`src/pkg/sdg_pkg.sv`:
```
// Constants, carrier types and register layout for the scan, debounce and GPIO controller.
// Operation
// - Housekeeping function measures batteries, auxiliaries, temperatures.
// - Each measurement lands in its own result.
// - Auto touch mode scans on detected touch.
// - Touch scan channels follow stored function field.
// - Host touch mode raises touch interrupt only.
// - Auto key mode debounces on key press.
// - Key scan starts on press (auto) or key control write (host), ends debounced.
// - Host key mode raises key interrupt only.
// - Debounce period comes from period field.
// - Debounced only after one stable whole period.
// - Keys readable masked status and unmasked pending.
// - Mask bits hide keys in status only.
// - Select bits turn keypad pins into GPIO.
// - Output-enable bits set GPIO pin direction.
// - GPIO data read returns actual pin levels.
// - GPIO data write drives output pins only.
// - Outputs push-pull; pullup-disable bit makes open-drain.
// - Two command bytes, then two data bytes.
// - Data out changes on falling serial edges.
// - Selectable settling delay before touch scan; only touch-initiated scans wait for it.
package sdg_pkg;
  // Core clock and derived timing.
  localparam int CLK_PERIOD_NS = 8;
  localparam int SETTLE_UNIT_US = 100;
  localparam int SETTLE_UNIT_CYC = SETTLE_UNIT_US * 1000 / CLK_PERIOD_NS;
  localparam int DEBOUNCE_UNIT_MS = 1;
  localparam int DEBOUNCE_UNIT_CYC = DEBOUNCE_UNIT_MS * 1000000 / CLK_PERIOD_NS;
  localparam logic [3:0] COL_SETTLE_CYC = 4'hF;
  // Settling delay multiples of the unit; the last entry is 100 ms.
  localparam int SETTLE_MULT [8] = '{0, 1, 5, 10, 50, 100, 500, 1000};
  // Debounce periods in milliseconds.
  localparam int DEBOUNCE_MS [8] = '{2, 10, 20, 50, 60, 80, 100, 120};
  // Serial framing.
  localparam logic [5:0] SER_CMD_BITS = 6'h10;
  localparam logic [5:0] SER_FRAME_BITS = 6'h20;
  localparam int SER_RD_BIT = 15;
  // Register indices (byte address is four times the index).
  localparam logic [4:0] ADDR_ADC_CTRL = 5'h00;
  localparam logic [4:0] ADDR_KEY_CTRL = 5'h01;
  localparam logic [4:0] ADDR_GPIO_CTRL = 5'h02;
  localparam logic [4:0] ADDR_GPIO_DATA = 5'h03;
  localparam logic [4:0] ADDR_GPIO_PUD = 5'h04;
  localparam logic [4:0] ADDR_KEY_MASK = 5'h05;
  localparam logic [4:0] ADDR_KEY_STATUS = 5'h06;
  localparam logic [4:0] ADDR_KEY_PEND = 5'h07;
  localparam logic [4:0] ADDR_SCAN_STAT = 5'h08;
  localparam logic [4:0] ADDR_RES_BASE = 5'h10;
  localparam logic [4:0] ADDR_RES_LAST = 5'h19;
  // Field positions.
  localparam int ADC_TSS_BIT = 15;
  localparam int ADC_ASS_BIT = 14;
  localparam int ADC_FUNC_LSB = 10;
  localparam int ADC_SETTLE_LSB = 7;
  localparam int KEY_HI_BIT = 15;
  localparam int KEY_LO_BIT = 14;
  localparam int KEY_DBN_LSB = 11;
  // Reset values.
  localparam logic [15:0] ADC_CTRL_RST = 16'h0000;
  localparam logic [15:0] KEY_CTRL_RST = 16'h0000;
  localparam logic [15:0] GPIO_CTRL_RST = 16'h0000;
  // Channels and scan functions.
  localparam int NUM_CH = 10;
  localparam logic [3:0] CH_NONE = 4'hF;
  localparam logic [3:0] FUNC_XY = 4'h2;
  localparam logic [3:0] FUNC_XYZ = 4'h3;
  localparam logic [3:0] FUNC_X = 4'h4;
  localparam logic [3:0] FUNC_Y = 4'h5;
  localparam logic [3:0] FUNC_Z = 4'h6;
  localparam logic [3:0] FUNC_HK = 4'hB;
  localparam logic [9:0] MASK_X = 10'h001;
  localparam logic [9:0] MASK_Y = 10'h002;
  localparam logic [9:0] MASK_Z = 10'h00C;
  localparam logic [9:0] MASK_HK = 10'h3F0;

  typedef enum logic [1:0] {T_IDLE = 2'b00, T_SETTLE = 2'b01, T_CONV = 2'b10, T_WAIT = 2'b11} sdg_tstate_t;
  typedef enum logic [1:0] {K_IDLE = 2'b00, K_SCAN = 2'b01, K_RELEASE = 2'b10} sdg_kstate_t;

  // Serial pins travel together through the synchroniser.
  typedef struct packed {logic cs_n; logic sclk; logic din;} sdg_ser_t;

  // Whole state of the controller.
  typedef struct packed {
    logic waitreq;
    logic [15:0] rdata;
    logic [7:0] pin_s1;
    logic [7:0] pin_s2;
    sdg_ser_t ser_s1;
    sdg_ser_t ser_s2;
    sdg_ser_t ser_d3;
    logic touch_s1;
    logic touch_s2;
    logic [15:0] adc_ctrl;
    logic [15:0] key_ctrl;
    logic [15:0] gpio_ctrl;
    logic [7:0] gpio_out;
    logic [7:0] pud;
    logic [15:0] key_mask;
    logic [15:0] key_pend;
    logic [5:0] bitcnt;
    logic [15:0] cmd;
    logic [15:0] shin;
    logic [15:0] shout;
    logic dout;
    logic wr_pend;
    logic [4:0] wr_addr;
    logic [15:0] wr_data;
    sdg_tstate_t tstate;
    logic [23:0] settle_cnt;
    logic [9:0] ch_mask;
    logic [3:0] ch;
    logic conv_start;
    logic [9:0][11:0] res;
    sdg_kstate_t kstate;
    logic [1:0] col;
    logic [3:0] col_cnt;
    logic [15:0] snap;
    logic [15:0] last;
    logic [23:0] db_cnt;
    logic touch_irq_n;
    logic key_irq_n;
    logic [7:0] pin_out;
    logic [7:0] pin_oe_n;
  } sdg_state_t;
endpackage

```
`src/design/sdg_ctrl.sv`:
```
// Scan sequencer, keypad debouncer, GPIO pads, serial port and register slave.
//
// The register offsets and the Avalon-MM slave port were decided locally.
`timescale 1ns/1ps
module sdg_ctrl import sdg_pkg::*; #(
  parameter int SETTLE_UNIT_CYCLES = SETTLE_UNIT_CYC,
  parameter int DEBOUNCE_UNIT_CYCLES = DEBOUNCE_UNIT_CYC
) (
  // Clock and reset.
  input wire logic i_core_clk,
  input wire logic i_rst_n,
  // Avalon-MM register slave.
  input wire logic [4:0] i_avs_address,
  input wire logic i_avs_read,
  input wire logic i_avs_write,
  input wire logic [31:0] i_avs_writedata,
  output logic [31:0] o_avs_readdata,
  output logic o_avs_waitrequest,
  // Serial host port.
  input wire logic i_cs_n,
  input wire logic i_serial_clock_pin,
  input wire logic i_din,
  output logic o_dout,
  // Touch detector and converter.
  input wire logic i_touch,
  input wire logic i_conv_done,
  input wire logic [11:0] i_conv_data,
  output logic o_conv_start,
  output logic [3:0] o_conv_ch,
  // Keypad and GPIO pads, rows 0 to 3, columns 4 to 7.
  input wire logic [7:0] i_kp_pin,
  output logic [7:0] o_kp_pin_out,
  output logic [7:0] o_kp_pin_oe_n,
  // Interrupt lines to the host.
  output logic o_touch_irq_n,
  output logic o_key_irq_n
);

  sdg_state_t st; // Registered state.
  sdg_state_t nx; // Next state.

  logic av_req; // A bus request is present.
  logic wr_en; // One register write this cycle.
  logic [4:0] wr_addr; // Index of that write.
  logic [15:0] wr_data; // Data of that write.
  logic ser_rise; // Rising serial clock seen.
  logic ser_fall; // Falling serial clock seen.
  logic [9:0] cmd_mask; // Channels a control write asks for.
  logic [9:0] launch_mask; // Channels of a scan starting now.
  logic host_key_start; // Keypad control write in host mode.
  logic auto_t; // Touch-initiated mode.
  logic host_t; // Host-initiated touch mode.
  logic auto_k; // Key-press-initiated mode.
  logic host_k; // Host-initiated debounce mode.
  logic [3:0] rows_low; // Keypad rows pulled low by a key.
  logic key_down; // Any keypad row low.
  logic [3:0] col_drive; // Columns driven low.
  logic [15:0] snap_new; // Snapshot with the current column merged.
  logic [3:0] nch; // Next channel of a running scan.
  logic [7:0] gsel; // GPIO select bits.
  logic [7:0] goe; // GPIO output enable bits.

  // Channels measured by each scan function.
  function automatic logic [9:0] chan_mask(input logic [3:0] f);
    case (f)
      FUNC_XY: chan_mask = MASK_X | MASK_Y;
      FUNC_XYZ: chan_mask = MASK_X | MASK_Y | MASK_Z;
      FUNC_X: chan_mask = MASK_X;
      FUNC_Y: chan_mask = MASK_Y;
      FUNC_Z: chan_mask = MASK_Z;
      FUNC_HK: chan_mask = MASK_HK;
      default: chan_mask = 10'h000;
    endcase
  endfunction

  // Lowest selected channel at or above a start index.
  function automatic logic [3:0] next_ch(input logic [9:0] m, input logic [4:0] from);
    next_ch = CH_NONE;
    for (int i = NUM_CH - 1; i >= 0; i--) begin
      if (m[i] && (5'(i) >= from)) begin
        next_ch = 4'(i);
      end
    end
  endfunction

  // Register read view shared by the bus and the serial port.
  function automatic logic [15:0] reg_read(input sdg_state_t s, input logic [4:0] a);
    case (a)
      ADDR_ADC_CTRL: reg_read = s.adc_ctrl;
      ADDR_KEY_CTRL: reg_read = s.key_ctrl;
      ADDR_GPIO_CTRL: reg_read = s.gpio_ctrl;
      ADDR_GPIO_DATA: reg_read = {s.pin_s2, 8'h00};
      ADDR_GPIO_PUD: reg_read = {s.pud, 8'h00};
      ADDR_KEY_MASK: reg_read = s.key_mask;
      ADDR_KEY_STATUS: reg_read = s.key_pend & ~s.key_mask;
      ADDR_KEY_PEND: reg_read = s.key_pend;
      ADDR_SCAN_STAT: reg_read = {s.tstate != T_IDLE, s.kstate == K_SCAN, s.touch_s2, 13'h0000};
      default: begin
        if (a >= ADDR_RES_BASE && a <= ADDR_RES_LAST) begin
          reg_read = {4'h0, s.res[4'(a - ADDR_RES_BASE)]};
        end else begin
          reg_read = 16'h0000;
        end
      end
    endcase
  endfunction

  // Cycle-settling delay chosen by the settle field.
  function automatic logic [23:0] settle_cycles(input logic [2:0] sel);
    settle_cycles = 24'(SETTLE_MULT[sel] * SETTLE_UNIT_CYCLES);
  endfunction

  // Debounce period in cycles chosen by the period field.
  function automatic logic [23:0] debounce_cycles(input logic [2:0] sel);
    debounce_cycles = 24'(DEBOUNCE_MS[sel] * DEBOUNCE_UNIT_CYCLES);
  endfunction

  // Next-state logic for every part of the block.
  always_comb begin
    nx = st;
    wr_en = 1'b0;
    wr_addr = 5'h00;
    wr_data = 16'h0000;
    cmd_mask = 10'h000;
    launch_mask = 10'h000;
    host_key_start = 1'b0;
    col_drive = 4'h0;
    snap_new = st.snap;
    nch = CH_NONE;
    nx.conv_start = 1'b0;

    // Pins and serial lines pass two flip-flops; the third serial stage only finds edges.
    nx.pin_s1 = i_kp_pin;
    nx.pin_s2 = st.pin_s1;
    nx.ser_s1 = '{cs_n: i_cs_n, sclk: i_serial_clock_pin, din: i_din};
    nx.ser_s2 = st.ser_s1;
    nx.ser_d3 = st.ser_s2;
    nx.touch_s1 = i_touch;
    nx.touch_s2 = st.touch_s1;

    // Bus slave: one wait cycle, then the answer; writes land at the edge that sees waitrequest low.
    av_req = i_avs_read | i_avs_write;
    nx.waitreq = 1'b1;
    if (av_req && st.waitreq) begin
      nx.waitreq = 1'b0;
      nx.rdata = reg_read(st, i_avs_address);
    end
    if (av_req && !st.waitreq && i_avs_write) begin
      wr_en = 1'b1;
      wr_addr = i_avs_address;
      wr_data = i_avs_writedata[15:0];
    end else if (st.wr_pend) begin
      // A serial write waits here when the bus claims the write port.
      wr_en = 1'b1;
      wr_addr = st.wr_addr;
      wr_data = st.wr_data;
      nx.wr_pend = 1'b0;
    end

    // Serial port: command word then data word, both most significant bit first.
    ser_rise = st.ser_s2.sclk && !st.ser_d3.sclk;
    ser_fall = !st.ser_s2.sclk && st.ser_d3.sclk;
    if (st.ser_s2.cs_n) begin
      nx.bitcnt = 6'h00;
      nx.dout = 1'b0;
    end else begin
      if (ser_rise && st.bitcnt < SER_FRAME_BITS) begin
        nx.bitcnt = st.bitcnt + 6'h01;
        if (st.bitcnt < SER_CMD_BITS) begin
          nx.cmd = {st.cmd[14:0], st.ser_s2.din};
        end else begin
          nx.shin = {st.shin[14:0], st.ser_s2.din};
        end
        if (st.bitcnt == SER_CMD_BITS - 6'h01) begin
          nx.shout = reg_read(st, {st.cmd[3:0], st.ser_s2.din});
        end
        if (st.bitcnt == SER_FRAME_BITS - 6'h01 && !st.cmd[SER_RD_BIT]) begin
          nx.wr_pend = 1'b1;
          nx.wr_addr = st.cmd[4:0];
          nx.wr_data = {st.shin[14:0], st.ser_s2.din};
        end
      end
      // Output moves only on falling edges so the host samples a settled bit on rising ones.
      if (ser_fall && st.bitcnt >= SER_CMD_BITS) begin
        nx.dout = st.shout[15];
        nx.shout = {st.shout[14:0], 1'b0};
      end
    end

    // Mode decode from the stored control words.
    auto_t = st.adc_ctrl[ADC_TSS_BIT] && !st.adc_ctrl[ADC_ASS_BIT];
    host_t = !st.adc_ctrl[ADC_TSS_BIT] && !st.adc_ctrl[ADC_ASS_BIT];
    auto_k = st.key_ctrl[KEY_HI_BIT] && !st.key_ctrl[KEY_LO_BIT];
    host_k = !st.key_ctrl[KEY_HI_BIT] && !st.key_ctrl[KEY_LO_BIT];

    // Register writes and their side effects.
    if (wr_en) begin
      case (wr_addr)
        ADDR_ADC_CTRL: begin
          nx.adc_ctrl = wr_data;
          if (wr_data[ADC_FUNC_LSB +: 4] == FUNC_HK) begin
            cmd_mask = MASK_HK;
          end else if (!wr_data[ADC_TSS_BIT] && !wr_data[ADC_ASS_BIT]) begin
            cmd_mask = chan_mask(wr_data[ADC_FUNC_LSB +: 4]);
          end
        end
        ADDR_KEY_CTRL: begin
          nx.key_ctrl = wr_data;
          host_key_start = !wr_data[KEY_HI_BIT] && !wr_data[KEY_LO_BIT];
        end
        ADDR_GPIO_CTRL: nx.gpio_ctrl = wr_data;
        ADDR_GPIO_DATA: nx.gpio_out = wr_data[15:8];
        ADDR_GPIO_PUD: nx.pud = wr_data[15:8];
        ADDR_KEY_MASK: nx.key_mask = wr_data;
        default: begin
          // Read-only and unmapped indices ignore writes.
        end
      endcase
    end

    // Touch interrupt only in host mode while the sequencer waits.
    nx.touch_irq_n = !(host_t && st.touch_s2 && st.tstate == T_IDLE);

    // Scan sequencer.
    case (st.tstate)
      T_IDLE: begin
        if (cmd_mask != 10'h000) begin
          launch_mask = cmd_mask;
        end else if (auto_t && st.touch_s2) begin
          nx.settle_cnt = settle_cycles(st.adc_ctrl[ADC_SETTLE_LSB +: 3]);
          nx.tstate = T_SETTLE;
        end
      end
      T_SETTLE: begin
        // A lifted touch during settling abandons the scan rather than convert noise.
        if (!st.touch_s2) begin
          nx.tstate = T_IDLE;
        end else if (st.settle_cnt == 24'h000000) begin
          launch_mask = chan_mask(st.adc_ctrl[ADC_FUNC_LSB +: 4]);
          nx.tstate = T_IDLE;
        end else begin
          nx.settle_cnt = st.settle_cnt - 24'h000001;
        end
      end
      T_CONV: begin
        nx.conv_start = 1'b1;
        nx.tstate = T_WAIT;
      end
      T_WAIT: begin
        if (i_conv_done) begin
          nx.res[st.ch] = i_conv_data;
          nch = next_ch(st.ch_mask, {1'b0, st.ch} + 5'h01);
          if (nch == CH_NONE) begin
            nx.tstate = T_IDLE;
          end else begin
            nx.ch = nch;
            nx.tstate = T_CONV;
          end
        end
      end
      default: nx.tstate = T_IDLE;
    endcase
    if (launch_mask != 10'h000) begin
      nx.ch_mask = launch_mask;
      nx.ch = next_ch(launch_mask, 5'h00);
      nx.tstate = T_CONV;
    end

    // Keypad: rows read low through a pressed key on a driven column.
    gsel = st.gpio_ctrl[15:8];
    goe = st.gpio_ctrl[7:0];
    rows_low = ~st.pin_s2[3:0] & ~gsel[3:0];
    key_down = |rows_low;
    nx.key_irq_n = !(host_k && key_down && st.kstate == K_IDLE);

    case (st.kstate)
      K_IDLE: begin
        col_drive = 4'hF;
        if ((auto_k && key_down) || host_key_start) begin
          nx.kstate = K_SCAN;
          nx.col = 2'b00;
          nx.col_cnt = 4'h0;
          nx.db_cnt = 24'h000000;
        end
      end
      K_SCAN: begin
        col_drive = 4'b0001 << st.col;
        nx.db_cnt = st.db_cnt + 24'h000001;
        nx.col_cnt = st.col_cnt + 4'h1;
        if (st.col_cnt == COL_SETTLE_CYC) begin
          nx.col_cnt = 4'h0;
          snap_new[{st.col, 2'b00} +: 4] = rows_low;
          nx.snap = snap_new;
          nx.col = st.col + 2'b01;
          if (st.col == 2'b11) begin
            // Any change restarts the period, so only a full quiet period counts.
            if (snap_new != st.last) begin
              nx.db_cnt = 24'h000000;
              nx.last = snap_new;
            end else if (st.db_cnt >= debounce_cycles(st.key_ctrl[KEY_DBN_LSB +: 3])) begin
              nx.key_pend = snap_new;
              nx.kstate = K_RELEASE;
            end
          end
        end
      end
      K_RELEASE: begin
        // Waiting for release keeps a held key from being debounced over and over.
        col_drive = 4'hF;
        if (!key_down) begin
          nx.kstate = K_IDLE;
        end
      end
      default: nx.kstate = K_IDLE;
    endcase

    // Pad drivers: GPIO pins first, then keypad columns.
    for (int i = 0; i < 8; i++) begin
      nx.pin_out[i] = 1'b0;
      nx.pin_oe_n[i] = 1'b1;
      if (gsel[i] && goe[i]) begin
        nx.pin_out[i] = st.gpio_out[i];
        nx.pin_oe_n[i] = st.pud[i] & st.gpio_out[i];
      end
    end
    for (int i = 0; i < 4; i++) begin
      if (!gsel[4 + i] && col_drive[i]) begin
        nx.pin_out[4 + i] = 1'b0;
        nx.pin_oe_n[4 + i] = 1'b0;
      end
    end
  end

  // State register; reset loads constants only.
  always_ff @(posedge i_core_clk or negedge i_rst_n) begin
    if (!i_rst_n) begin
      st <= '0;
      st.waitreq <= 1'b1;
      st.ser_s1 <= '{cs_n: 1'b1, sclk: 1'b0, din: 1'b0};
      st.ser_s2 <= '{cs_n: 1'b1, sclk: 1'b0, din: 1'b0};
      st.ser_d3 <= '{cs_n: 1'b1, sclk: 1'b0, din: 1'b0};
      st.pin_s1 <= 8'hFF;
      st.pin_s2 <= 8'hFF;
      st.adc_ctrl <= ADC_CTRL_RST;
      st.key_ctrl <= KEY_CTRL_RST;
      st.gpio_ctrl <= GPIO_CTRL_RST;
      st.tstate <= T_IDLE;
      st.kstate <= K_IDLE;
      st.touch_irq_n <= 1'b1;
      st.key_irq_n <= 1'b1;
      st.pin_oe_n <= 8'hFF;
    end else begin
      st <= nx;
    end
  end

  // Outputs straight from the state register.
  assign o_avs_readdata = {16'h0000, st.rdata};
  assign o_avs_waitrequest = st.waitreq;
  assign o_dout = st.dout;
  assign o_conv_start = st.conv_start;
  assign o_conv_ch = st.ch;
  assign o_kp_pin_out = st.pin_out;
  assign o_kp_pin_oe_n = st.pin_oe_n;
  assign o_touch_irq_n = st.touch_irq_n;
  assign o_key_irq_n = st.key_irq_n;

endmodule

```
`config.mk`:
```
export PLATFORM = sky130hd
export DESIGN_NAME = sdg_ctrl
export DESIGN_NICKNAME = d
export VERILOG_FILES = /design/src/pkg/sdg_pkg.sv /design/src/design/sdg_ctrl.sv
export SDC_FILE = /design/constraint.sdc
export NUM_CORES = 1
export LEC_CHECK = 0
export BUFFER_PORTS_ARGS = -buffer_cell sky130_fd_sc_hd__buf_4
export CORE_UTILIZATION = 25
export CTS_CLUSTER_DIAMETER = 80
export DETAILED_ROUTE_END_ITERATION = 16
export PLACE_DENSITY = 0.46
export SLEW_MARGIN = 40
export SYNTH_ARGS = -nofsm -noshare
export SYNTH_HDL_FRONTEND = slang
export SYNTH_SLANG_ARGS = --single-unit
export TNS_END_PERCENT = 20
```
`constraint.sdc`:
```
create_clock -name i_core_clk -period 7.5 [get_ports i_core_clk]
set_input_delay 0.375 -clock i_core_clk [delete_from_list [all_inputs] [get_ports i_core_clk]]
set_output_delay 0.375 -clock i_core_clk [all_outputs]
set_load 0.05 [all_outputs]
```
==> reports/summary.txt <==
Hold Path Class: input pin to flip-flop
RSZ-0062 raised after global routing: false
Finished Layout Cells: 4043
Placer Congestion: 0.845
Leakage power: 14.1 nW
Gr ovfl total: 0
Initial Util: 25.3%
Die Area: 0.107 sq mm
Least-Margin Pin Slew: 881 ps
Sw Ratio: 34.6%
EDFF count, synth: 0
VDD IR max: 0.197 mV
Clk sink count: 451
Pwr Total: 8.45 mW
Final TNS setup: 0 ps
Top_reg_cell synth: dfrtp_1
H-Tree Depth: 2
Layout cells sized above 1: 21.3%
MaxCap Viol Count: 0
Post-Syn Instances: 2558
DR vias: 19700
Filler instances: 10800
Run status: complete, no violations
Synth area leaders: dfrtp_1, mux2_2, ha_1, mux4_2, o21ai_0
Initial antenna violation count: 3
Register area share after synthesis: 43.0%
WS Path Type: flip-flop to flip-flop
DR pass1 iterations: 7
Hpwl dp: 57000 um
Biggest area consumer among synthesized cells: dfrtp_1
Minimum clock period: 6810 ps
Netlist Area Pre-Place: 0.0264 sq mm
Ys async rst share: 100%
Cell row count: 118
Antenna diodes: 0
Post-layout util: 29.6%
Fmax achieved: 147 MHz
Crit share post-route: 90.8%
Post-route ant nets: 0
CTS tree: built
Int Pwr: 5.53 mW
Initial DRC count: 1575
Die width: 327 um
Synth top area share: 40.1%
Synth warnings: 0
Commonest non-fill, non-tap cell in the layout: dfrtp_1
CORE AREA: 0.104 sq mm
Clock Pin Slew Worst Setup and Hold Paths: 60 ps
Post-CTS sizing: 0
Max Fanout on Critical Path: 17
Pwr/cell area: 274 mW/mm^2
Final setup viols: 0
Slew margin rel.: 41.1%
Crit path cell chain: ha_1, nor2_1, inv_1, a21boi_0, ha_1, inv_1, fa_1, fa_1, inv_1, ha_1, ha_1, ha_1, and3_1, o21a_1, o21ai_0, nand2b_1, xnor2_1, ha_1, a21o_1, a21o_1, a221oi_1, nor4_4, buf_4, mux2_2
# DRC: 0
CP bufs+invs: 4
Critical path origin: st[396]$_DFFE_PN0P_
Clock skew: 67.9 ps
Logic gate share of total power: 26.2%
Startpoint types: flip-flop
WL final: 81500 um
P&R area growth vs syn: 17.0%
Min-Delay Startpoint: i_conv_done
I/O pins: 123
Post-CTS setup buffer count: 0
I/O Buffers: 90
Hold Violations, Final: 0
Via-per-instance ratio: 4.87
Most frequent cells in the layout: dfrtp_1, o21ai_0, nand2_1
Count of different cell masters after synthesis: 86
Vias in the first global route: 19500
CTS max path bufs: 3
Reg2reg path depth: 24
Hold depth: 3
Critical Path End Type: flip-flop
Skew-Pair Late Insertion Delay: 670 ps
#FFs+latches synth: 451
Family with the most delay on the worst path: adder cells
Tot GR Track Use: 15.3%
WL/cell: 20.1 um
Largest net degree at the start of global routing: 134
First-pass GRT wire length: 126000 um
Most used cell, CP: ha_1
Die Ht: 327 um
Sequential power share: 38.1%
Clock network power share: 35.6%
RR Startpoint: st[396]$_DFFE_PN0P_
CP arrival: 7310 ps
Psw: 2.92 mW
Nets@finish: 2861
Cts bufs inserted: 57
Cell count along the critical path: 24
Avg Synthesized Cell Area: 10.3 sq um
Slew Viols, Final: 0
Critical path's largest stage delay: 570 ps
CP required: 8000 ps
CTS root buf: clkbuf_16
Placed insts: 3911
Critical-path top delay cell: a221oi_1
==> logic make-up (layout without fill, tap and decap cells) <==
| kind of cell | Yosys count | in the layout | share of synthesized area (%) |
|---|---|---|---|
| fa+ha+maj | 179 | 179 | 9.04 |
| buf+inv | 309 | 398 | 5.34 |
| simple gates | 645 | 645 | 11.9 |
| flops | 451 | 451 | 43.0 |
| mux | 271 | 271 | 13.5 |
| other cells | 1 | 17 | 0.0142 |
| compound gates | 651 | 651 | 15.6 |
| xor+xnor | 51 | 51 | 1.69 |
==> tightest hold or removal path, stage by stage <==
cell and delay, ps:
buf_4 140, nand2_1 70, a211o_1 110
==> repair_timing <==
item | in CTS | in global routing
setup endpoints to repair | 0 | 0
endpoints found under the hold margin | 180 | 0
hold buffers | 25 | 0
==> power groups by stage <==
stage	clock [mW]	sequential, mW	combinational [mW]
floorplan	0	3.09	1.65
global placement	0	3.25	2.20
detailed placement	0	3.26	2.22
CTS	3.10	3.22	2.24
global route	3.20	3.28	2.47
finish	3.01	3.22	2.22
==> cells in the mapped netlist, types with 46 or more instances <==
library cell and instances:
a22oi_1 85, clkbuf_1 103, nand2_1 194, inv_1 128, mux2_2 187, o21ai_0 204, ha_1 160, buf_4 52
dfrtp_1 422, nand3_1 46, mux4_2 48, nor2_1 184, a21oi_1 142
==> stage by stage <==
| step | hold WS [ps] | setup WS, ps | instance area [sq um] |
|---|---|---|---|
| after floorplan | 79.4 | 1410 | 26400 |
| after global placement | 334 | 773 | 28400 |
| after detailed placement | 336 | 716 | 28500 |
| after CTS | 67.3 | 660 | 30800 |
| after global routing | 84.0 | 205 | 30800 |
| final | 107 | 687 | 30800 |
==> area by class of cell <==
cell class,count,area (sq um),area share (%)
multi-input cells,1814,13900,45.0
repair buffers,163,1340,4.35
clock buffers,77,1640,5.32
flip-flops and latches,451,11300,36.7
well taps,1380,1730,5.60
inverters,129,484,1.57
clock inverters,29,452,1.46
==> final timing paths <==
path	to	slack [ps]
setup / recovery	st[323]$_DFFE_PN0P_	690
min in group asynchronous	st[249]$_DFFE_PN0P_	340
hold / removal	st[242]$_DFFE_PN0P_	110
max in group asynchronous	st[232]$_DFFE_PN0P_	5890
setup reg to reg	st[323]$_DFFE_PN0P_	690
hold reg to reg	st[433]$_DFF_PN1_	310
==> flip-flops by register name, summed over array words and instances, names as in the netlist <==
register and cells:
o_conv_ch 4, o_conv_start 1, st 379, o_kp_pin_out 8, gsel 8, o_kp_pin_oe_n 8, o_avs_readdata 16, o_touch_irq_n 1
o_key_irq_n 1, o_avs_waitrequest 1, o_dout 1, goe 8, nx 15
==> per-layer routing <==
layer	vias up	wire length (um)	GRT usage, %
li1	9331	-	-
met1	9790	37800	21.5
met2	465	37500	24.1
met3	114	3800	2.26
met4	4	2280	4.59
met5	-	32	0
No activity file was read; power rests on OpenSTA's default activity.
